[src/core/operand_addr_pkg.sv]
/*
 * Shared types and constants for the operand addressing unit of an 8-bit
 * pipelined microcontroller core.
 * Assumes a single core clock and a decode stage that presents one opcode
 * with its following bytes at a time.
 */
// Operation
// RULE1 - Direct mode: 8-bit field, RAM and special registers
// RULE2 - Indirect 8-bit via first or second pointer register
// RULE3 - Indirect 16-bit uses data pointer contents
// RULE4 - Register mode picks bank register from opcode
// RULE5 - Register-specific instructions use implied accumulator operand
// RULE6 - Immediate bytes are operand value, not address
// RULE7 - Indexed mode: program read, pointer plus accumulator
// RULE8 - Bit mode selects one of 256 bits
// RULE9 - Most instructions finish in one or two cycles
// RULE10 - External reset active low, holds addressing state; the unit clears its registered operand and illegal flag instead
// RULE11 - External data only accumulator, indirect addressing
// RULE12 - Bit addresses below 128 map to RAM
// RULE13 - Indexed sum wraps modulo 16-bit space
package operand_addr_pkg;

  // ****************************************************************
  // Mode encodings
  // ****************************************************************
  typedef enum logic [8:0] {
    MODE_DIRECT    = 9'h001,
    MODE_INDIRECT8 = 9'h002,
    MODE_INDIRECT16 = 9'h004,
    MODE_REGISTER  = 9'h008,
    MODE_ACCUM     = 9'h010,
    MODE_IMMEDIATE = 9'h020,
    MODE_INDEXED   = 9'h040,
    MODE_BIT       = 9'h080,
    MODE_EXTERNAL  = 9'h100
  } addr_mode_t;

  typedef enum logic [2:0] {
    SPACE_IRAM = 3'h1,
    SPACE_SFR  = 3'h2,
    SPACE_CODE = 3'h4
  } space_t;

  // ****************************************************************
  // Field positions and limits
  // ****************************************************************
  localparam int REG_SEL_MSB = 2;
  localparam int PTR_SEL_BIT = 0;
  localparam int BANK_SHIFT = 3;
  localparam logic [7:0] SFR_BASE = 8'h80;
  localparam logic [7:0] BIT_RAM_LIMIT = 8'h80;
  localparam logic [7:0] BIT_RAM_BASE = 8'h20;
  localparam logic [7:0] BIT_SFR_MASK = 8'hF8;
  localparam logic [1:0] CYCLES_SHORT = 2'h1;
  localparam logic [1:0] CYCLES_LONG = 2'h2;

  typedef struct packed {
    logic       valid;
    addr_mode_t mode;
    logic [7:0] opcode;
    logic [7:0] field;
    logic       write;
  } decode_req_t;

  typedef struct packed {
    logic        valid;
    space_t      space;
    logic [15:0] addr;
    logic [2:0]  bit_pos;
    logic        is_bit;
    logic        is_value;
    logic [7:0]  value;
    logic        use_accum;
    logic        external;
    logic        write;
    logic [1:0]  cycles;
  } operand_t;

endpackage

[src/core/operand_reg_select.sv]
/*
 * Working register address calculator.
 * Assumes the bank number comes from the core's status word and is stable
 * while the opcode is presented.
 */
module operand_reg_select
  import operand_addr_pkg::*;
(
  // Selection inputs
  input wire logic [1:0] bank_i,
  input wire logic [2:0] reg_i,
  // Resulting internal RAM address
  output logic [7:0] ram_addr_o
);

  // Each bank holds eight registers packed at the bottom of internal RAM.
  assign ram_addr_o = {3'h0, bank_i, reg_i};

endmodule

[src/core/operand_addressing_unit.sv]
/*
 * Operand addressing unit: resolves each decoded operand to a space and
 * address, an implied accumulator, or an immediate value.
 * Assumes the core supplies the working register contents, data pointer and
 * accumulator current for the instruction in decode.
 */
module operand_addressing_unit
  import operand_addr_pkg::*;
(
  // Clock and reset
  input wire logic clk_i,
  input wire logic external_reset_n_i,
  // Decode side
  input wire decode_req_t req_i,
  input wire logic [1:0] bank_i,
  // Core state
  input wire logic [7:0] first_pointer_register_i,
  input wire logic [7:0] second_pointer_register_i,
  input wire logic [15:0] data_pointer_i,
  input wire logic [7:0] accum_i,
  // Resolved operand
  output operand_t operand_o,
  output logic illegal_o
);

  // ****************************************************************
  // Helpers
  // ****************************************************************
  function automatic logic [15:0] indexed_addr(input logic [15:0] base,
                                              input logic [7:0] offs);
    indexed_addr = 16'(base + {8'h00, offs}); // RULE13
  endfunction

  function automatic space_t direct_space(input logic [7:0] a);
    direct_space = (a >= SFR_BASE) ? SPACE_SFR : SPACE_IRAM;
  endfunction

  // The low opcode bit picks which pointer register holds the address.
  // Internal and external indirect transfers share this choice.
  function automatic logic [7:0] pointer_pick(input logic [7:0] opc,
                                              input logic [7:0] first,
                                              input logic [7:0] second);
    pointer_pick = opc[PTR_SEL_BIT] ? second : first;
  endfunction

  logic [7:0] reg_addr;
  operand_t op_d;
  operand_t op_q;
  logic illegal_d;
  logic illegal_q;

  operand_reg_select u_reg_select (
    .bank_i(bank_i),
    .reg_i(req_i.opcode[REG_SEL_MSB:0]),
    .ram_addr_o(reg_addr)
  );

  // ****************************************************************
  // Operand resolution
  // ****************************************************************
  always_comb begin
    op_d = '0;
    op_d.valid = req_i.valid;
    op_d.space = SPACE_IRAM;
    op_d.write = req_i.write;
    op_d.cycles = CYCLES_LONG; // RULE9
    illegal_d = 1'b0;
    case (req_i.mode)
      MODE_DIRECT: begin
        op_d.addr = {8'h00, req_i.field}; // RULE1
        op_d.space = direct_space(req_i.field); // RULE1
      end
      MODE_INDIRECT8: begin
        op_d.addr = {8'h00, pointer_pick(req_i.opcode, first_pointer_register_i,
                                         second_pointer_register_i)}; // RULE2
      end
      MODE_INDIRECT16: begin
        op_d.addr = data_pointer_i; // RULE3
      end
      MODE_EXTERNAL: begin
        // Only the accumulator may pair with external data, always indirect.
        op_d.external = 1'b1; // RULE11
        op_d.use_accum = 1'b1; // RULE11
        op_d.addr = req_i.opcode[1] ? data_pointer_i
                  : {8'h00, pointer_pick(req_i.opcode, first_pointer_register_i,
                                         second_pointer_register_i)}; // RULE11
      end
      MODE_REGISTER: begin
        op_d.addr = {8'h00, reg_addr}; // RULE4
        op_d.cycles = CYCLES_SHORT; // RULE9
      end
      MODE_ACCUM: begin
        op_d.use_accum = 1'b1; // RULE5
        op_d.cycles = CYCLES_SHORT; // RULE9
      end
      MODE_IMMEDIATE: begin
        op_d.is_value = 1'b1; // RULE6
        op_d.value = req_i.field; // RULE6
        // An immediate has nowhere to be written back to.
        illegal_d = req_i.valid & req_i.write;
      end
      MODE_INDEXED: begin
        op_d.space = SPACE_CODE; // RULE7
        op_d.addr = indexed_addr(data_pointer_i, accum_i); // RULE7
        op_d.write = 1'b0;
        illegal_d = req_i.valid & req_i.write; // RULE7
      end
      MODE_BIT: begin
        op_d.is_bit = 1'b1; // RULE8
        op_d.bit_pos = req_i.field[2:0]; // RULE8
        if (req_i.field < BIT_RAM_LIMIT) begin
          op_d.addr = {8'h00, 8'(BIT_RAM_BASE + {4'h0, req_i.field[6:3]})}; // RULE12
        end else begin
          op_d.space = SPACE_SFR; // RULE12
          op_d.addr = {8'h00, req_i.field & BIT_SFR_MASK}; // RULE12
        end
      end
      default: begin
        illegal_d = req_i.valid;
        op_d.valid = 1'b0;
      end
    endcase
  end

  // ****************************************************************
  // Output registers
  // ****************************************************************
  // Reset is sampled by the core clock; the pin pull-up lives in the pad.
  always_ff @(posedge clk_i) begin
    if (!external_reset_n_i) begin
      op_q <= '0; // RULE10
      op_q.space <= SPACE_IRAM;
    end else begin
      op_q <= op_d;
    end
  end

  always_ff @(posedge clk_i) begin
    if (!external_reset_n_i) begin
      illegal_q <= 1'b0; // RULE10
    end else begin
      illegal_q <= illegal_d;
    end
  end

  assign operand_o = op_q;
  assign illegal_o = illegal_q;

endmodule

[config.mk]
export PLATFORM = sky130hd
export DESIGN_NAME = operand_addressing_unit
export DESIGN_NICKNAME = d
export VERILOG_FILES = /design/src/core/operand_addr_pkg.sv /design/src/core/operand_reg_select.sv /design/src/core/operand_addressing_unit.sv
export SDC_FILE = /design/constraint.sdc
export NUM_CORES = 1
export LEC_CHECK = 0
export ABC_CLOCK_PERIOD_IN_PS = 2100
export BUFFER_PORTS_ARGS = -buffer_cell sky130_fd_sc_hd__buf_2
export CORE_MARGIN = 10
export CORE_UTILIZATION = 48
export DETAILED_ROUTE_END_ITERATION = 10
export PLACE_DENSITY_LB_ADDON = 0.15
export SETUP_SLACK_MARGIN = 0.02
export SYNTH_ARGS = -nofsm -noshare
export SYNTH_HDL_FRONTEND = slang
export SYNTH_HIERARCHICAL = 1
export SYNTH_SLANG_ARGS = --single-unit
[constraint.sdc]
create_clock -name clk_i -period 2.1 [get_ports clk_i]
set_clock_uncertainty 0.15 [all_clocks]
set_input_delay 0.105 -clock clk_i [delete_from_list [all_inputs] [get_ports clk_i]]
set_output_delay 0.105 -clock clk_i [all_outputs]
set_load 0.1 [all_outputs]
==> results of run 1 <==
==> flip-flops by register name, summed over array words and instances, names as in the netlist <==
register	flops
illegal_o	1
operand_o	38
==> power groups by stage <==
| stage | combinational (mW) | clock, mW | sequential (mW) |
|---|---|---|---|
| 2_1_floorplan | 0.197 | 0 | 0.788 |
| 3_3_place_gp | 0.346 | 0 | 0.761 |
| 3_5_place_dp | 0.348 | 0 | 0.760 |
| 4_1_cts | 0.380 | 0.636 | 0.743 |
| 5_1_grt | 0.418 | 0.671 | 0.744 |
| 6_report | 0.383 | 0.622 | 0.743 |
==> Yosys cell counts, types with 3 or more instances <==
library cell | n | share of area (%)
sky130_fd_sc_hd__mux2_2 | 5 | 2.2
sky130_fd_sc_hd__nor4_1 | 5 | 1.2
sky130_fd_sc_hd__and2_1 | 9 | 2.2
sky130_fd_sc_hd__a222oi_1 | 5 | 2.0
sky130_fd_sc_hd__o21ai_0 | 8 | 1.6
sky130_fd_sc_hd__nor2_1 | 17 | 2.5
sky130_fd_sc_hd__a211oi_1 | 6 | 1.8
sky130_fd_sc_hd__ha_1 | 8 | 4.0
sky130_fd_sc_hd__and3_1 | 7 | 1.7
sky130_fd_sc_hd__a21oi_1 | 4 | 0.79
sky130_fd_sc_hd__nand4_1 | 3 | 0.74
sky130_fd_sc_hd__buf_4 | 10 | 3.0
sky130_fd_sc_hd__nand3_1 | 7 | 1.4
sky130_fd_sc_hd__a31oi_1 | 9 | 2.2
sky130_fd_sc_hd__mux2i_1 | 7 | 2.8
sky130_fd_sc_hd__inv_1 | 16 | 2.4
sky130_fd_sc_hd__buf_2 | 4 | 0.79
sky130_fd_sc_hd__o31ai_1 | 4 | 1.2
sky130_fd_sc_hd__xor2_1 | 4 | 1.4
sky130_fd_sc_hd__xnor2_1 | 4 | 1.4
sky130_fd_sc_hd__clkbuf_1 | 3 | 0.44
sky130_fd_sc_hd__nand2_1 | 28 | 4.2
sky130_fd_sc_hd__nor3_1 | 6 | 1.2
sky130_fd_sc_hd__o2bb2ai_1 | 3 | 1.0
sky130_fd_sc_hd__nand3b_1 | 4 | 1.2
sky130_fd_sc_hd__a21o_1 | 5 | 1.5
sky130_fd_sc_hd__buf_6 | 4 | 1.8
sky130_fd_sc_hd__o21a_1 | 5 | 1.5
sky130_fd_sc_hd__dfxtp_1 | 39 | 31
==> per-layer routing <==
layer  track usage, %  wire [µm]  vias up
met1             23.3       3660     1174
met3             4.92        682        6
met5                0          0        -
met2             29.5       3730      113
li1                 -          -     1311
met4             4.24         65        0
==> kinds of logic (layout without fill, tap and decap cells) <==
logic type / Yosys count / count (layout) / synth area share [%]
AND/OR/NAND/NOR: 110 / 110 / 25.6
AO/OA/AOI/OAI: 72 / 72 / 22.6
flip-flops: 39 / 39 / 30.8
buffers and inverters: 37 / 163 / 8.35
multiplexers: 12 / 12 / 4.99
adder cells (fa/ha/maj): 9 / 9 / 4.75
XOR/XNOR: 8 / 8 / 2.77
other: 1 / 3 / 0.148
==> worst max-delay path, stage by stage <==
cell                       delay [ns]
sky130_fd_sc_hd__buf_2           0.09
sky130_fd_sc_hd__ha_1            0.16
sky130_fd_sc_hd__inv_1           0.05
sky130_fd_sc_hd__fa_1            0.39
sky130_fd_sc_hd__nor2b_1         0.16
sky130_fd_sc_hd__o31a_1          0.24
sky130_fd_sc_hd__o41ai_2         0.09
sky130_fd_sc_hd__buf_4           0.16
sky130_fd_sc_hd__a2111o_1        0.40
sky130_fd_sc_hd__o31ai_1         0.06
==> final cells by class <==
type | count | area (µm²) | area share (%)
repair buffers | 139 | 833 | 24.4
inverters | 16 | 60.1 | 1.76
well taps | 70 | 87.6 | 2.56
clock buffers | 5 | 68.8 | 2.01
multi-input cells | 214 | 1550 | 45.2
clock inverters | 3 | 43.8 | 1.28
flip-flops and latches | 39 | 781 | 22.8
==> final timing paths <==
path	to	from	slack, ns
worst min-delay path	operand_o[23]	data_pointer_i[5]	0.01
worst max-delay path	operand_o[28]	data_pointer_i[0]	0.25
==> through the flow <==
step,hold slack [ns],std cells,setup slack (ns),TNS [ns]
after floorplan,0.0767,290,0.225,0
after global placement,0.205,458,-0.00137,-0.00137
after detailed placement,0.204,458,-0.0537,-0.0537
after CTS,0.0116,486,0.251,0
after global routing,0.0285,486,0.128,0
final,0.0118,486,0.247,0
==> timing repair <==
item	in CTS	in global routing
gates resized for setup	0	0
endpoints found under the hold margin	26	0
hold buffers	20	0
==> flow_metrics.py, run 1 <==
metrics = {
    "clock_tree": {
        "cts.root.buffer_cell": "sky130_fd_sc_hd__clkbuf_8",
        "cts_max_level": 2,
        "cts.repair_timing.setup_buffer_count": 0,
        "tritoncts": "done",
        "clkSinkCount": 39,
        "cts.clk_slew.worst_paths_ns": 0.08,
        "cts_inserted_buffers": 5,
        "cts_max_path_bufs": 2,
    },
    "power": {
        "leakage_nw": 1.60,
        "p_per_area_nw_per_um2": 511,
        "p_sw_share_pct": 27.4,
        "power.ir.vdd_worst_mv": 0.320,
        "p_seq_share_pct": 42.5,
        "finalPower_mw": 1.75,
        "power_share_of_the_clock_group_pct": 35.6,
        "net_sw_power_mw": 0.480,
        "p_int_mw": 1.27,
        "combinationalPowerShare_pct": 21.9,
    },
    "flow_run": {
        "max_cap_viol_count": 0,
    },
    "global_routing": {
        "vias_in_the_first_global_route": 2582,
        "grt_overflow": 0,
        "tot_gr_track_use_pct": 18.1,
        "maximum_number_of_pins_on_one_net_before_global_route_repair": 15,
        "grt_antenna_before_repair": 0,
        "grt_pass1_wl_mm": 12.9,
    },
    "detailed_routing": {
        "remaining_drc_errors": 0,
        "detailed_routing_iteration_count_for_the_pre_antenna_repair_pass": 6,
        "num_vias": 2604,
        "vias_per_cell": 5.36,
        "routedWlPerCell_um": 16.7,
        "detail-route-antenna-nets": 0,
        "route.final.wire_length_mm": 8.14,
        "detail_route.iter0.violations": 135,
    },
    "synth": {
        "synth-seq-cells": 39,
        "synthesis.area_per_instance_um2": 8.79,
        "netlist_area_um2": 2530,
        "synth-edff-count": 0,
        "synthArstFlopShare_pct": 0,
        "synth_cells": 288,
        "ys.warnings.count": 6,
        "synth_top_flop_cell": "sky130_fd_sc_hd__dfxtp_1",
        "synth.lib_cells_used.distinct": 70,
        "share_of_synthesized_area_occupied_by_flip_flops_and_latches_pct": 30.8,
    },
    "place": {
        "port_buffers": 104,
        "dpl-instance-area_um2": 3110,
        "gp_congestion": 0.959,
        "place_hpwl_mm": 6.47,
    },
    "worst_setup_path": {
        "setup.worst_path.start_class": "primary input",
        "timing.critical_path.arrival_ns": 1.91,
        "critical_path_capture_point_type": "flip-flop",
        "critPathMaxFanout": 5,
        "critPathRequiredTime_ns": 2.16,
        "critical_path_class": "primary input to flip-flop",
    },
    "die": {
        "floorplan.die.height_um": 92.6,
        "die_x_um": 92.6,
        "floorplan.rows": 26,
        "die_area_um2": 8580,
        "initial_utilization_pct": 49.6,
        "pin_count": 110,
        "design.core.area_um2": 5110,
    },
    "cells_and_area": {
        "finalInstanceArea_um2": 3420,
        "diode_insertion_count_for_antenna_repair": 0,
        "mostFrequentLayoutCell": "sky130_fd_sc_hd__buf_2",
        "design.final.nets": 495,
        "layout.cells.most_common_list": "sky130_fd_sc_hd__buf_2, sky130_fd_sc_hd__dfxtp_1, sky130_fd_sc_hd__nand2_1, sky130_fd_sc_hd__dlygate4sd3_1, sky130_fd_sc_hd__nor2_1",
        "post_route_cells_drive_above_1_share_pct": 35.3,
        "filler_cell_count": 451,
        "layout-area-overhead-vs-synth_pct": 35.1,
        "finish.utilization_pct": 67.0,
    },
    "sta": {
        "fmax_mhz": 540,
        "timing_worst_slew_pin_value_ns": 0.500,
        "rsz0062_at_grt": "false",
        "total_count_of_hold_check_failures_in_the_final_report": 0,
        "min_cycle_time_layout_ns": 1.85,
        "timing.final.crit_share_pct": 88.2,
        "timing.slew.headroom_pct": 66.4,
        "slew_viol_final": 0,
        "timing.final.setup_violations": 0,
    },
    "hold_path": {
        "min-delay-path-class": "primary input to flip-flop",
        "worst_hold_path_cells": 3,
    },
    "status": {
        "status": "completed",
    },
}
Note: power is estimated with default switching activity, not from simulation.
==> run 2, diff against run 1 <==
--- a/config.mk
+++ b/config.mk
@@ -8,11 +8,11 @@
 export ABC_CLOCK_PERIOD_IN_PS = 2100
 export BUFFER_PORTS_ARGS = -buffer_cell sky130_fd_sc_hd__buf_2
 export CORE_MARGIN = 10
-export CORE_UTILIZATION = 48
+export CORE_UTILIZATION = 46
 export DETAILED_ROUTE_END_ITERATION = 10
 export PLACE_DENSITY_LB_ADDON = 0.15
+export REMOVE_ABC_BUFFERS = 1
 export SETUP_SLACK_MARGIN = 0.02
 export SYNTH_ARGS = -nofsm -noshare
 export SYNTH_HDL_FRONTEND = slang
-export SYNTH_HIERARCHICAL = 1
 export SYNTH_SLANG_ARGS = --single-unit
==> run 2 against run 1 <==
Net effect:
- final cell count shrank 1.4%
- die area shrank 6.4%
- area after synthesis shrank 12%
- critical endpoint is now operand_o[21]
- critical path type unchanged
- fmax shrank 4.2%
==> flow_metrics.py, run 2 <==
metrics = {
    "global_routing": {
        "grt_antenna_before_repair": 0,
        "grt_overflow": 0,
        "vias_in_the_first_global_route": 2701,
        "tot_gr_track_use_pct": 20.0,
        "maximum_number_of_pins_on_one_net_before_global_route_repair": 21,
        "grt_pass1_wl_mm": 12.5,
    },
    "detailed_routing": {
        "detailed_routing_iteration_count_for_the_pre_antenna_repair_pass": 4,
        "routedWlPerCell_um": 16.8,
        "remaining_drc_errors": 0,
        "detail-route-antenna-nets": 0,
        "detail_route.iter0.violations": 136,
        "route.final.wire_length_mm": 8.03,
        "num_vias": 2657,
        "vias_per_cell": 5.55,
    },
    "status": {
        "status": "completed",
    },
    "worst_setup_path": {
        "critical_path_class": "primary input to flip-flop",
        "critPathMaxFanout": 8,
        "critical_path_capture_point_type": "flip-flop",
        "path_delay_family": "simple AND/OR/NAND/NOR gates",
        "worstPathCellList": "buf_2, or3_4, or4_1, a2111oi_4, buf_4, nand2_1, a31oi_1",
        "critPathBufInv": 2,
        "timing.critical_path.arrival_ns": 2.00,
        "critPathRequiredTime_ns": 2.17,
        "cp_slowest_cell": "sky130_fd_sc_hd__or4_1",
        "setup.worst_path.start_class": "primary input",
        "crit_path_max_incr_delay_ns": 0.54,
    },
    "synth": {
        "synth-seq-cells": 39,
        "synth-edff-count": 0,
        "synth_cells": 256,
        "synthesis.area_per_instance_um2": 8.71,
        "synth.lib_cells_used.distinct": 47,
        "netlist_area_um2": 2230,
        "post_synth_most_frequent_cells": "sky130_fd_sc_hd__dfxtp_1, sky130_fd_sc_hd__nand2_1, sky130_fd_sc_hd__a21oi_1",
        "yosys.area.top_type_share_pct": 35.0,
        "synthTopCellsByArea": "sky130_fd_sc_hd__dfxtp_1, sky130_fd_sc_hd__ha_1, sky130_fd_sc_hd__mux2_2",
        "share_of_synthesized_area_occupied_by_flip_flops_and_latches_pct": 35.0,
        "ys.warnings.count": 0,
        "post_synth_top_area_cell": "sky130_fd_sc_hd__dfxtp_1",
        "synthArstFlopShare_pct": 0,
        "synth_top_flop_cell": "sky130_fd_sc_hd__dfxtp_1",
        "synth.most_common_cell": "sky130_fd_sc_hd__dfxtp_1",
    },
    "cells_and_area": {
        "layout-area-overhead-vs-synth_pct": 52.8,
        "mostFrequentLayoutCell": "sky130_fd_sc_hd__buf_2",
        "largest_register_ff_count": 38,
        "diode_insertion_count_for_antenna_repair": 0,
        "layout.cells.most_common_list": "sky130_fd_sc_hd__buf_2, sky130_fd_sc_hd__dfxtp_1, sky130_fd_sc_hd__buf_4, sky130_fd_sc_hd__nand2_1, sky130_fd_sc_hd__dlygate4sd3_1",
        "filler_cell_count": 399,
        "design.final.nets": 491,
        "post_route_cells_drive_above_1_share_pct": 38.8,
    },
    "die": {
        "die_area_um2": 8030,
        "floorplan.die.height_um": 89.6,
        "design.core.area_um2": 4720,
        "die_x_um": 89.6,
        "initial_utilization_pct": 47.2,
        "floorplan.rows": 25,
        "pin_count": 110,
    },
    "sta": {
        "slew_viol_final": 0,
        "timing.final.setup_violations": 0,
        "timing.final.crit_share_pct": 92.1,
        "min_cycle_time_layout_ns": 1.93,
        "final.setup.tns_ns": 0,
        "timing.slew.headroom_pct": 67.1,
        "rsz0062_at_grt": "false",
        "final.hold.worst_slack_ns": 0.0101,
        "fmax_mhz": 517,
        "total_count_of_hold_check_failures_in_the_final_report": 0,
        "timing_worst_slew_pin_value_ns": 0.487,
    },
    "power": {
        "p_per_area_nw_per_um2": 521,
        "power.ir.vdd_worst_mv": 0.275,
        "leakage_nw": 1.53,
    },
    "clock_tree": {
        "cts.repair_timing.setup_buffer_count": 0,
        "cts.root.buffer_cell": "sky130_fd_sc_hd__clkbuf_8",
        "tritoncts": "done",
        "cts_max_path_bufs": 2,
        "cts_max_level": 2,
        "clkSinkCount": 39,
        "cts_inserted_buffers": 5,
        "cts.clk_slew.worst_paths_ns": 0.08,
    },
    "place": {
        "port_buffers": 104,
        "gp_congestion": 0.932,
        "place_hpwl_mm": 6.15,
    },
    "hold_path": {
        "hold_ep": "operand_o[34]",
        "min-delay-path-class": "primary input to flip-flop",
        "worst_hold_path_cells": 2,
        "hold_path.startpoint": "external_reset_n_i",
    },
    "flow_run": {
        "max_cap_viol_count": 0,
    },
}
run 2: how the worst max path moves through the flow:
stage / from / to / slack (ns) / cells past startpoint
detailed placement: req_i[22] / operand_o[19] / -0.14 / 7
global placement: req_i[22] / operand_o[19] / -0.11 / 7
finish: req_i[22] / operand_o[21] / 0.17 / 7
global route: data_pointer_i[5] / operand_o[31] / 0.02 / 7
CTS: req_i[22] / operand_o[21] / 0.16 / 7
floorplan: req_i[22] / operand_o[24] / -0.15 / 5
run 2: kinds of logic after synthesis:
group           Yosys count  synth area share (%)
simple gates            105                  27.0
compound gates           71                  23.1
flops                    39                  35.0
buf+inv                  19                  3.54
fa+ha+maj                 9                  5.39
mux                       8                  4.04
xor+xnor                  5                  1.96
run 2: area by class of cell:
class	instances	area, µm²	share of cell area [%]
multi-input combinational	198	1380	40.4
timing repair buffer	160	1020	30.0
sequential	39	781	22.9
tap	67	83.8	2.46
clock buffer	6	82.6	2.42
clock inverter	2	35.0	1.03
inverter	7	26.3	0.771
run 2: stage by stage:
step           area, µm²  setup slack (ns)  power [mW]  cells  utilization [%]
2_1_floorplan       2180            -0.154       0.923    244                -
3_3_place_gp        3050            -0.115        1.09    448             64.7
3_5_place_dp        3050            -0.135        1.10    448             64.7
4_1_cts             3400             0.159        1.78    479             72.0
5_1_grt             3410            0.0223        1.86    479             72.1
6_report            3410             0.166        1.78    479             72.1
run 2: repair_timing:
item / 4_1_cts / 5_1_grt
hold buffers: 23 / 0
endpoints found under the setup margin: 0 / 2
resized for setup: 0 / 1
endpoints found under the hold margin: 29 / 0
run 2: routing by layer:
metal  GRT usage (%)  share of wire [%]  wire length [µm]  vias to the layer above
met1            22.9                 40              3250                     1217
li1                -                  -                 -                     1286
met3            6.77                 10               824                       16
met2            33.9                 47              3800                      138
met4            6.50                1.9               150                        0
met5               0                  0                 0                        -
run 2: where the power goes:
| part | total (mW) | internal [mW] | switching (mW) |
|---|---|---|---|
| clock | 0.654 | 0.385 | 0.270 |
| sequential | 0.743 | 0.742 | 0.000669 |
| combinational | 0.378 | 0.180 | 0.198 |
==> run 3, diff against run 2 <==
--- a/config.mk
+++ b/config.mk
@@ -5,10 +5,11 @@
 export SDC_FILE = /design/constraint.sdc
 export NUM_CORES = 1
 export LEC_CHECK = 0
-export ABC_CLOCK_PERIOD_IN_PS = 2100
+export ABC_CLOCK_PERIOD_IN_PS = 2300
 export BUFFER_PORTS_ARGS = -buffer_cell sky130_fd_sc_hd__buf_2
 export CORE_MARGIN = 10
-export CORE_UTILIZATION = 46
+export CORE_UTILIZATION = 50
+export CTS_CLUSTER_DIAMETER = 100
 export DETAILED_ROUTE_END_ITERATION = 10
 export PLACE_DENSITY_LB_ADDON = 0.15
 export REMOVE_ABC_BUFFERS = 1
==> constraint.sdc (replaced) <==
create_clock -name clk_i -period 2.3 [get_ports clk_i]
set_clock_uncertainty 0.15 [all_clocks]
set_input_delay 0.115 -clock clk_i [delete_from_list [all_inputs] [get_ports clk_i]]
set_output_delay 0.115 -clock clk_i [all_outputs]
set_load 0.1 [all_outputs]
==> run 3 against run 2 <==
Net effect:
- sequential share of layout area is 0.85 points higher
- routed wire length shrank 2.0%
- core utilization up 3.9 points
- final cell count is 5.8% lower
- die area decreased by 6.2%
- power is 10% lower
- combinational power decreased by 14%
- critical endpoint is now operand_o[30]
- highest routed layer unchanged
==> flow_metrics.py, run 3 (same netlist as run 2, synthesis figures left out) <==
metrics = {
    "die": {
        "floorplan.die.height_um": 86.8,
        "die_x_um": 86.8,
        "die_area_um2": 7530,
        "floorplan.rows": 24,
        "design.core.area_um2": 4320,
        "initial_utilization_pct": 51.6,
        "pin_count": 110,
    },
    "hold_path": {
        "min-delay-path-class": "primary input to flip-flop",
        "hold_path.startpoint": "external_reset_n_i",
    },
    "clock_tree": {
        "tritoncts": "done",
        "clkSinkCount": 39,
        "cts.root.buffer_cell": "sky130_fd_sc_hd__clkbuf_8",
        "cts_max_path_bufs": 2,
        "cts.repair_timing.setup_buffer_count": 0,
        "cts_max_level": 2,
        "cts_inserted_buffers": 5,
        "cts.clk_slew.worst_paths_ns": 0.08,
    },
    "sta": {
        "fmax_mhz": 463,
        "timing.final.crit_share_pct": 93.9,
        "worst_slack_ns": 0.140,
        "slew_viol_final": 0,
        "timing.slew.headroom_pct": 59.8,
        "total_count_of_hold_check_failures_in_the_final_report": 0,
        "min_cycle_time_layout_ns": 2.16,
        "rsz0062_at_grt": "false",
        "timing.final.setup_violations": 0,
        "final.setup.tns_ns": 0,
        "timing_worst_slew_pin_value_ns": 0.595,
    },
    "worst_setup_path": {
        "setup.worst_path.start_class": "primary input",
        "critPathRequiredTime_ns": 2.37,
        "worstSetupStartpoint": "data_pointer_i[7]",
        "critical_path_capture_point_type": "flip-flop",
        "timing.critical_path.arrival_ns": 2.23,
        "critPathMaxFanout": 4,
        "critical_path_class": "primary input to flip-flop",
    },
    "cells_and_area": {
        "layout-area-overhead-vs-synth_pct": 47.4,
        "largest_register_ff_count": 38,
        "design.final.nets": 478,
        "post_route_cells_drive_above_1_share_pct": 37.6,
        "stdcell_count": 451,
        "diode_insertion_count_for_antenna_repair": 0,
        "multi_input_area_um2": 1380,
        "register_area_um2": 781,
        "mostFrequentLayoutCell": "sky130_fd_sc_hd__buf_2",
        "layout.cells.most_common_list": "sky130_fd_sc_hd__buf_2, sky130_fd_sc_hd__dfxtp_1, sky130_fd_sc_hd__nand2_1, sky130_fd_sc_hd__dlygate4sd3_1, sky130_fd_sc_hd__buf_4",
        "filler_cell_count": 326,
    },
    "global_routing": {
        "maximum_number_of_pins_on_one_net_before_global_route_repair": 21,
        "vias_in_the_first_global_route": 2662,
        "grt_overflow": 0,
        "grt_antenna_before_repair": 0,
        "grt_pass1_wl_mm": 12.5,
        "tot_gr_track_use_pct": 20.3,
    },
    "place": {
        "port_buffers": 104,
        "placedCellCount": 422,
        "place_hpwl_mm": 5.88,
        "gp_congestion": 0.907,
        "pre_cts_ws_ns": 0.00784,
    },
    "detailed_routing": {
        "detailed_routing_iteration_count_for_the_pre_antenna_repair_pass": 4,
        "route.final.wire_length_mm": 7.87,
        "routedWlPerCell_um": 17.5,
        "vias_per_cell": 5.78,
        "detail_route.iter0.violations": 110,
        "remaining_drc_errors": 0,
        "num_vias": 2607,
        "detail-route-antenna-nets": 0,
    },
    "power": {
        "p_per_area_nw_per_um2": 484,
        "leakage_nw": 1.47,
        "power.ir.vdd_worst_mv": 0.254,
        "finalPower_mw": 1.59,
    },
    "status": {
        "status": "completed",
    },
    "flow_run": {
        "max_cap_viol_count": 0,
    },
}
==> run 3: cell types whose count changed in the layout (fill, tap and decap cells not counted) <==
cell	previous run	this run
sky130_fd_sc_hd__clkbuf_8	6	5
sky130_fd_sc_hd__a211oi_1	4	3
sky130_fd_sc_hd__dlygate4sd3_1	23	21
sky130_fd_sc_hd__buf_4	31	20
sky130_fd_sc_hd__a211oi_2	0	1
sky130_fd_sc_hd__clkinv_4	0	1
==> run 3: per-stage QoR <==
stage / hold WS (ns) / util, % / area [µm²]
finish: 0.0197 / 76.0 / 3290
global route: 0.0207 / 76.0 / 3290
CTS: 0.00774 / 75.8 / 3280
detailed placement: 0.212 / 68.3 / 2950
global placement: 0.208 / 68.3 / 2950
floorplan: 0.0412 / - / 2180
==> run 3: report_power, final <==
part           switching (mW)  internal (mW)
combinational           0.177          0.148
sequential           0.000776          0.678
clock                   0.262          0.323
==> run 3: final timing paths <==
kind              cells after the start  slack (ns)            end
setup / recovery                      8        0.14  operand_o[30]
hold / removal                        2        0.02  operand_o[34]
==> run 3: repair_timing <==
action                                  in CTS  in global routing
hold endpoints to repair                    27                  0
hold buffers                                21                  0
resized for setup                            0                  2
endpoints found under the setup margin       0                  4
==> run 3: final cells by class <==
cell class              instances  share of cell area [%]
clock inverters                 3                    1.33
clock buffers                   5                    2.09
repair buffers                147                    28.0
well taps                      52                    1.98
flip-flops and latches         39                    23.8
inverters                       7                   0.800
multi-input cells             198                    42.0
==> run 3: layer usage <==
layer	GRT usage (%)	wire length [µm]	up-vias
met5	0	0	-
met4	6.33	97	0
met3	7.88	791	9
met2	32.9	3660	131
met1	24.1	3320	1204
li1	-	-	1263
==> run 3: worst max-delay path: stages <==
cell,delay (ns)
sky130_fd_sc_hd__dlygate4sd3_1,0.53
sky130_fd_sc_hd__buf_2,0.13
sky130_fd_sc_hd__ha_1,0.34
sky130_fd_sc_hd__nor2_1,0.07
sky130_fd_sc_hd__nor2_1,0.16
sky130_fd_sc_hd__nand2_1,0.09
sky130_fd_sc_hd__or4b_2,0.61
sky130_fd_sc_hd__a21oi_1,0.18
